**config.mk**
```make
export PLATFORM = sky130hd
export DESIGN_NAME = hpf_coeff_bank
export DESIGN_NICKNAME = d
export VERILOG_FILES = /design/src/core/hpf_pkg.sv /design/src/core/hpf_coef_byte.sv /design/src/core/hpf_coeff_bank.sv
export VERILOG_INCLUDE_DIRS = /design/src /design/src/core
export SDC_FILE = /design/constraint.sdc
export NUM_CORES = 1
export LEC_CHECK = 0
export ABC_AREA = 1
export BUFFER_PORTS_ARGS = -buffer_cell sky130_fd_sc_hd__buf_4
export CORE_MARGIN = 1
export CORE_UTILIZATION = 56
export CTS_BUF_LIST = sky130_fd_sc_hd__clkbuf_4 sky130_fd_sc_hd__clkbuf_8 sky130_fd_sc_hd__clkbuf_16
export CTS_CLUSTER_SIZE = 12
export DETAILED_ROUTE_END_ITERATION = 7
export PLACE_DENSITY = 0.85
export SLEW_MARGIN = 25
export SYNTH_ARGS = -nofsm -noshare
export SYNTH_HDL_FRONTEND = slang
export SYNTH_SLANG_ARGS = --single-unit
```
**constraint.sdc**
```tcl
create_clock -name clk -period 2.1 [get_ports clk]
set_input_delay 0 -clock clk [delete_from_list [all_inputs] [get_ports clk]]
set_output_delay 0 -clock clk [all_outputs]
set_load 0.02 [all_outputs]
```
**src/core/hpf_coeff_regs.svh**
```systemverilog
// Offsets, reset values and widths of the high-pass coefficient bank
`ifndef HPF_COEFF_REGS_SVH
`define HPF_COEFF_REGS_SVH

`define HPF_ADDR_W 7
`define HPF_DATA_W 8
`define HPF_COEFF_W 16

`define HPF_ADDR_L_FF0_HI 7'h41
`define HPF_ADDR_L_FF0_LO 7'h42
`define HPF_ADDR_L_FF1_HI 7'h43
`define HPF_ADDR_L_FF1_LO 7'h44
`define HPF_ADDR_L_FB1_HI 7'h45
`define HPF_ADDR_L_FB1_LO 7'h46
`define HPF_ADDR_R_FF0_HI 7'h47
`define HPF_ADDR_R_FF0_LO 7'h48
`define HPF_ADDR_R_FF1_HI 7'h49
`define HPF_ADDR_R_FF1_LO 7'h4A
`define HPF_ADDR_R_FB1_HI 7'h4B
`define HPF_ADDR_R_FB1_LO 7'h4C
`define HPF_ADDR_RSVD_FIRST 7'h4D
`define HPF_ADDR_RSVD_LAST 7'h7F

`define HPF_RST_FF0_HI 8'h39
`define HPF_RST_FF0_LO 8'h55
`define HPF_RST_FF1_HI 8'hF3
`define HPF_RST_FF1_LO 8'h2D
`define HPF_RST_FB1_HI 8'h53
`define HPF_RST_FB1_LO 8'h7E
`define HPF_RSVD_VALUE 8'h00

`endif

```
**src/core/hpf_pkg.sv**
```systemverilog
// Types shared by the high-pass coefficient bank
package hpf_pkg;
  typedef logic [7:0] hpf_byte_t;
  typedef logic signed [15:0] hpf_coeff_t;
  typedef logic [6:0] hpf_addr_t;
  typedef enum logic [2:0] {
    HPF_AREA_NONE = 3'b001,
    HPF_AREA_COEF = 3'b010,
    HPF_AREA_RSVD = 3'b100
  } hpf_area_e;
endpackage

```
**src/core/hpf_coef_byte.sv**
```systemverilog
// One byte-wide read/write coefficient register with a fixed reset value
`timescale 1ns/1ps
module hpf_coef_byte #(
  parameter logic [7:0] RESET_VAL = 8'h00
) (
  input wire logic clk,
  input wire logic reset,
  input wire logic wr_en,
  input wire logic [7:0] wdata,
  output logic [7:0] q
);
  always_ff @(posedge clk) begin
    if (reset) begin
      q <= RESET_VAL;
    end else if (wr_en) begin
      q <= wdata;
    end
  end
endmodule

```
**src/core/hpf_coeff_bank.sv**
```systemverilog
// Left and right ADC high-pass coefficient registers on page 1
//
// Behaviour
// - Each coefficient is a signed 16-bit value: high byte over low byte.
// - Left coefficients sit at registers 65 to 70: ff0, ff1, fb1, high then low.
// - Left ff0 resets to high 0x39, low 0x55.
// - Left ff1 resets to high 0xF3, low 0x2D.
// - Left fb1 resets to high 0x53, low 0x7E.
// - Right set at registers 71 to 76, same order and reset values.
// - Every coefficient register is eight bits, readable and writable by host.
// - Registers 77 to 127 are read-only reserved and read as zero.
`timescale 1ns/1ps
`include "hpf_coeff_regs.svh"
module hpf_coeff_bank (
  input wire logic clk,
  input wire logic reset,
  input wire logic [6:0] reg_addr,
  input wire logic reg_wr,
  input wire logic [7:0] reg_wdata,
  input wire logic reg_rd,
  output logic [7:0] reg_rdata,
  output logic reg_rd_valid,
  output logic reg_rd_hit,
  output logic rsvd_wr_seen,
  output hpf_pkg::hpf_coeff_t left_ff0,
  output hpf_pkg::hpf_coeff_t left_ff1,
  output hpf_pkg::hpf_coeff_t left_fb1,
  output hpf_pkg::hpf_coeff_t right_ff0,
  output hpf_pkg::hpf_coeff_t right_ff1,
  output hpf_pkg::hpf_coeff_t right_fb1
);
  hpf_pkg::hpf_byte_t left_hpf_ff0_high_r;
  hpf_pkg::hpf_byte_t left_hpf_ff0_low_r;
  hpf_pkg::hpf_byte_t left_hpf_ff1_high_r;
  hpf_pkg::hpf_byte_t left_hpf_ff1_low_r;
  hpf_pkg::hpf_byte_t left_hpf_fb1_high_r;
  hpf_pkg::hpf_byte_t left_hpf_fb1_low_r;
  hpf_pkg::hpf_byte_t right_hpf_ff0_high_r;
  hpf_pkg::hpf_byte_t right_hpf_ff0_low_r;
  hpf_pkg::hpf_byte_t right_hpf_ff1_high_r;
  hpf_pkg::hpf_byte_t right_hpf_ff1_low_r;
  hpf_pkg::hpf_byte_t right_hpf_fb1_high_r;
  hpf_pkg::hpf_byte_t right_hpf_fb1_low_r;
  hpf_pkg::hpf_area_e area;

  // Classify the register number against the bank and the reserved range
  always_comb begin
    if (reg_addr >= `HPF_ADDR_L_FF0_HI && reg_addr <= `HPF_ADDR_R_FB1_LO) begin
      area = hpf_pkg::HPF_AREA_COEF;
    end else if (reg_addr >= `HPF_ADDR_RSVD_FIRST && reg_addr <= `HPF_ADDR_RSVD_LAST) begin
      area = hpf_pkg::HPF_AREA_RSVD;
    end else begin
      area = hpf_pkg::HPF_AREA_NONE;
    end
  end

  hpf_coef_byte #(.RESET_VAL(`HPF_RST_FF0_HI)) u_l_ff0_hi (
    .clk(clk),
    .reset(reset),
    .wr_en(reg_wr && reg_addr == `HPF_ADDR_L_FF0_HI),
    .wdata(reg_wdata),
    .q(left_hpf_ff0_high_r)
  );
  hpf_coef_byte #(.RESET_VAL(`HPF_RST_FF0_LO)) u_l_ff0_lo (
    .clk(clk),
    .reset(reset),
    .wr_en(reg_wr && reg_addr == `HPF_ADDR_L_FF0_LO),
    .wdata(reg_wdata),
    .q(left_hpf_ff0_low_r)
  );
  hpf_coef_byte #(.RESET_VAL(`HPF_RST_FF1_HI)) u_l_ff1_hi (
    .clk(clk),
    .reset(reset),
    .wr_en(reg_wr && reg_addr == `HPF_ADDR_L_FF1_HI),
    .wdata(reg_wdata),
    .q(left_hpf_ff1_high_r)
  );
  hpf_coef_byte #(.RESET_VAL(`HPF_RST_FF1_LO)) u_l_ff1_lo (
    .clk(clk),
    .reset(reset),
    .wr_en(reg_wr && reg_addr == `HPF_ADDR_L_FF1_LO),
    .wdata(reg_wdata),
    .q(left_hpf_ff1_low_r)
  );
  hpf_coef_byte #(.RESET_VAL(`HPF_RST_FB1_HI)) u_l_fb1_hi (
    .clk(clk),
    .reset(reset),
    .wr_en(reg_wr && reg_addr == `HPF_ADDR_L_FB1_HI),
    .wdata(reg_wdata),
    .q(left_hpf_fb1_high_r)
  );
  hpf_coef_byte #(.RESET_VAL(`HPF_RST_FB1_LO)) u_l_fb1_lo (
    .clk(clk),
    .reset(reset),
    .wr_en(reg_wr && reg_addr == `HPF_ADDR_L_FB1_LO),
    .wdata(reg_wdata),
    .q(left_hpf_fb1_low_r)
  );
  hpf_coef_byte #(.RESET_VAL(`HPF_RST_FF0_HI)) u_r_ff0_hi (
    .clk(clk),
    .reset(reset),
    .wr_en(reg_wr && reg_addr == `HPF_ADDR_R_FF0_HI),
    .wdata(reg_wdata),
    .q(right_hpf_ff0_high_r)
  );
  hpf_coef_byte #(.RESET_VAL(`HPF_RST_FF0_LO)) u_r_ff0_lo (
    .clk(clk),
    .reset(reset),
    .wr_en(reg_wr && reg_addr == `HPF_ADDR_R_FF0_LO),
    .wdata(reg_wdata),
    .q(right_hpf_ff0_low_r)
  );
  hpf_coef_byte #(.RESET_VAL(`HPF_RST_FF1_HI)) u_r_ff1_hi (
    .clk(clk),
    .reset(reset),
    .wr_en(reg_wr && reg_addr == `HPF_ADDR_R_FF1_HI),
    .wdata(reg_wdata),
    .q(right_hpf_ff1_high_r)
  );
  hpf_coef_byte #(.RESET_VAL(`HPF_RST_FF1_LO)) u_r_ff1_lo (
    .clk(clk),
    .reset(reset),
    .wr_en(reg_wr && reg_addr == `HPF_ADDR_R_FF1_LO),
    .wdata(reg_wdata),
    .q(right_hpf_ff1_low_r)
  );
  hpf_coef_byte #(.RESET_VAL(`HPF_RST_FB1_HI)) u_r_fb1_hi (
    .clk(clk),
    .reset(reset),
    .wr_en(reg_wr && reg_addr == `HPF_ADDR_R_FB1_HI),
    .wdata(reg_wdata),
    .q(right_hpf_fb1_high_r)
  );
  hpf_coef_byte #(.RESET_VAL(`HPF_RST_FB1_LO)) u_r_fb1_lo (
    .clk(clk),
    .reset(reset),
    .wr_en(reg_wr && reg_addr == `HPF_ADDR_R_FB1_LO),
    .wdata(reg_wdata),
    .q(right_hpf_fb1_low_r)
  );

  assign left_ff0 = hpf_pkg::hpf_coeff_t'({left_hpf_ff0_high_r, left_hpf_ff0_low_r});
  assign left_ff1 = hpf_pkg::hpf_coeff_t'({left_hpf_ff1_high_r, left_hpf_ff1_low_r});
  assign left_fb1 = hpf_pkg::hpf_coeff_t'({left_hpf_fb1_high_r, left_hpf_fb1_low_r});
  assign right_ff0 = hpf_pkg::hpf_coeff_t'({right_hpf_ff0_high_r, right_hpf_ff0_low_r});
  assign right_ff1 = hpf_pkg::hpf_coeff_t'({right_hpf_ff1_high_r, right_hpf_ff1_low_r});
  assign right_fb1 = hpf_pkg::hpf_coeff_t'({right_hpf_fb1_high_r, right_hpf_fb1_low_r});

  // read data registered one cycle after the strobe
  always_ff @(posedge clk) begin
    if (reset) begin
      reg_rdata <= `HPF_RSVD_VALUE;
    end else if (reg_rd) begin
      if (reg_addr == `HPF_ADDR_L_FF0_HI) begin
        reg_rdata <= left_hpf_ff0_high_r;
      end else if (reg_addr == `HPF_ADDR_L_FF0_LO) begin
        reg_rdata <= left_hpf_ff0_low_r;
      end else if (reg_addr == `HPF_ADDR_L_FF1_HI) begin
        reg_rdata <= left_hpf_ff1_high_r;
      end else if (reg_addr == `HPF_ADDR_L_FF1_LO) begin
        reg_rdata <= left_hpf_ff1_low_r;
      end else if (reg_addr == `HPF_ADDR_L_FB1_HI) begin
        reg_rdata <= left_hpf_fb1_high_r;
      end else if (reg_addr == `HPF_ADDR_L_FB1_LO) begin
        reg_rdata <= left_hpf_fb1_low_r;
      end else if (reg_addr == `HPF_ADDR_R_FF0_HI) begin
        reg_rdata <= right_hpf_ff0_high_r;
      end else if (reg_addr == `HPF_ADDR_R_FF0_LO) begin
        reg_rdata <= right_hpf_ff0_low_r;
      end else if (reg_addr == `HPF_ADDR_R_FF1_HI) begin
        reg_rdata <= right_hpf_ff1_high_r;
      end else if (reg_addr == `HPF_ADDR_R_FF1_LO) begin
        reg_rdata <= right_hpf_ff1_low_r;
      end else if (reg_addr == `HPF_ADDR_R_FB1_HI) begin
        reg_rdata <= right_hpf_fb1_high_r;
      end else if (reg_addr == `HPF_ADDR_R_FB1_LO) begin
        reg_rdata <= right_hpf_fb1_low_r;
      end else begin
        // reserved and unowned numbers read zero
        reg_rdata <= `HPF_RSVD_VALUE;
      end
    end
  end

  // Read acknowledge and ownership flag, one cycle after the strobe
  always_ff @(posedge clk) begin
    if (reset) begin
      reg_rd_valid <= 1'b0;
      reg_rd_hit <= 1'b0;
    end else begin
      reg_rd_valid <= reg_rd;
      reg_rd_hit <= reg_rd && (area != hpf_pkg::HPF_AREA_NONE);
    end
  end

  // reserved writes are dropped and flagged for one cycle
  always_ff @(posedge clk) begin
    if (reset) begin
      rsvd_wr_seen <= 1'b0;
    end else begin
      rsvd_wr_seen <= reg_wr && (area == hpf_pkg::HPF_AREA_RSVD);
    end
  end
endmodule

```
==> summary.txt <==
Run status
  – Status: completed

Finish
  – Utilization after layout: 75.5%
  – Area Growth Syn to Fin: 28.6%
  – Area of the multi-input gates: 2080 sq um
  – Fraction of layout cells with a size suffix above 1: 23.3%
  – N_diodes: 0
  – # nets final: around 770
  – Post-layout instance area: 5900 sq um
  – Register area: between 2000 and 2500 sq um
  – Final std cells w/o fill: 856
  – Filler cells: 620

Placement
  – DP HPWL: around 11000 microns
  – DP Cell Count: 830
  – GPL Wtd Cong: 0.989
  – IO Port Bufs: 125
  – DP Area: 5590 sq um
  – DP Worst Slack: roughly 440 ps

Clock tree
  – Post-CTS Setup Repair Bufs: 0
  – Clock sinks: 107
  – Skew-Pair Late Insertion Delay: 370 ps
  – Worst-path clk slew: 100 ps
  – Clock root buffer: clkbuf_8
  – Cts bufs inserted: 9
  – Resized cells post-CTS: 0
  – Max H-tree Level: 3
  – Hold_buf cts: 10
  – Clk buf depth: 2
  – Clock tree from TritonCTS: yes

STA
  – RSZ-0062 raised after global routing: false
  – Crit path time final: 1750 ps
  – Fin Setup TNS: 0 ps
  – Final setup violation count: 0
  – Period utilization: 83.2%
  – Max Freq: around 570 MHz
  – Max-slew headroom: 57.4%
  – Worst-Margin Slew: about 640 ps
  – Max-slew violations: 0
  – Final Hold Fails: 0
  – Clock Skew: 14.9 ps
  – Setup WS post-layout: 353 ps

Setup path
  – Crit-path max cell delay: 530 ps
  – CP Max Fanout: 16
  – Crit-path slowest cell: dlygate4sd3_1
  – CP endpoint kind: flop
  – Critical path type: in -> reg
  – WP data required: 2350 ps
  – CP arrival: 2000 ps
  – Startpoint types: input port
  – CP cell instances: dlygate4sd3_1, buf_4, inv_2, nor2_2, buf_4, nand3_1, nand3_1, nor2_1, nand4_1, nor2_1, nand4_1, nand2_1, a21oi_1

Synth
  – Top cells by area, synth: dfxtp_1, nand2_1, a21oi_1
  – Sequential fraction of the synthesis area: between 40 and 50%
  – Post-Syn Nets: 642
  – Post-synthesis cell area: 4580 sq um
  – Post-synth top area cell: dfxtp_1
  – Synth Area per Inst: 7.36 sq um
  – Syn Inst Count: slightly above 600
  – Post-synth cell types: 23
  – Synth Warn #: 0
  – Synth Register Bits: 107
  – Synth top area share: 46.7%

GRT
  – Gr ovfl total: 0
  – First-pass GRT wire length: 23800 microns
  – Gr usage total: 36.4%
  – Initial antenna violation count: 1
  – Vias in the first global route: 4547
  – Largest net degree at the start of global routing: 46

Detailed routing
  – Initial drt markers: between 400 and 500
  – First-pass DRT Iterations: 6
  – WL/cell: 17.7 microns
  – WL final: 15100 microns
  – DRC: 0
  – Antenna viol nets, final: 0
  – DR vias: about 5000
  – Via density: 5.79

Floorplan
  – Cell Rows: 32
  – Die area: 8550 sq um
  – Chip Height: ~92 microns
  – Initial Util: 58.7%
  – Core Region: slightly below 8000 sq um
  – Ports: 126
  – DIE WIDTH: 92.5 microns

Flow run
  – Max-Cap Viols: 0

Worst hold path
  – Worst Hold Class: in -> reg

Pwr
  – Pwr/cell area: 617 nW/um^2
  – LEAKAGE: 2.80 nW
  – Peak VDD IR: 397 uV
[through the flow]
stage               hold WS, ps  total power, mW
finish                     48.9             3.64
global route               65.2             3.75
CTS                        21.5             3.63
detailed placement          254             2.35
global placement            233             2.35
floorplan                   126             2.24
[final cells by class]
type / count / share of cell area [%]
clock buffers: 12 / 2.59
inverters: 66 / 4.20
flip-flops and latches: 107 / 36.3
multi-input cells: 424 / 35.3
repair buffers: 141 / 18.6
clock inverters: 4 / 0.849
well taps: 102 / 2.16
[critical path: cells and delay by family]
kind	cells	cell delay [ps]
AO/OA/AOI/OAI	1	60
AND/OR/NAND/NOR	8	1000
buffers and inverters	4	950
[worst paths after layout]
path	from	end	slack (ps)	cells after the start
min reg2reg	u_r_ff0_hi.q[7]	u_r_ff0_hi.q[7]	480	2
max	reg_addr[6]	reg_rdata[0]	350	13
min	reg_addr[2]	rsvd_wr_seen	50	3
max reg2reg	u_r_fb1_lo.q[0]	reg_rdata[0]	650	8
[power breakdown]
group	leakage, nW	internal (mW)	switching [mW]
logic	1.84	0.0868	0.187
registers	0.865	2.04	0.0102
clock network	0.0994	0.610	0.703
[cells by family (layout without fill, tap and decap cells)]
family	after synthesis	count (layout)	share of synthesized area, %
buffers and inverters	92	223	7.89
DFF	107	107	46.7
and+or+nand+nor	269	269	26.3
AOI/OAI and AO/OA	155	155	19.0
[synth_stat cells]
master	n
a2111oi_0	1
a21oi_1	59
buf_2	7
buf_4	2
clkbuf_1	17
clkinv_1	7
dfxtp_1	107
inv_1	53
inv_2	6
nand2_1	132
nand2_2	4
nand3_1	41
nand3_2	2
nand4_1	16
nand4_2	1
nor2_1	55
nor2_2	8
nor2_4	5
nor3_1	2
nor3_2	2
o211ai_1	37
o21ai_0	58
or2_0	1
[routing by layer]
layer | GRT usage [%] | vias up | share of wire [%]
met2 | 57.8 | 318 | 46
met5 | 0 | - | 0.086
met3 | 6.16 | 53 | 10
li1 | - | 2331 | -
met1 | 49.0 | 2256 | 41
met4 | 15.0 | 2 | 3.5
[layout by cell type (no fill, tap or decap), types with 4 or more instances in the layout]
master         count
inv_2              7
dlygate4sd3_1     10
clkinv_1           7
clkbuf_8          10
nand4_1           16
inv_1             52
nand2_1          132
o21ai_0           58
o211ai_1          37
dfxtp_1          107
nor2_1            55
nor2_4             5
nor2_2             8
buf_4            130
a21oi_1           59
nand3_1           41
nand2_2            4
[state kept, by name, summed over array words and instances (netlist names)]
register / cells
reg_rdata: 8
reg_rd_hit: 1
u_l_fb1_lo.q: 8
u_r_ff1_hi.q: 8
reg_rd_valid: 1
u_l_ff0_hi.q: 8
u_r_fb1_lo.q: 8
rsvd_wr_seen: 1
u_l_ff1_lo.q: 8
u_r_fb1_hi.q: 8
u_r_ff1_lo.q: 8
u_r_ff0_lo.q: 8
u_r_ff0_hi.q: 8
u_l_fb1_hi.q: 8
u_l_ff1_hi.q: 8
u_l_ff0_lo.q: 8
No activity file was read; power rests on OpenSTA's default activity.
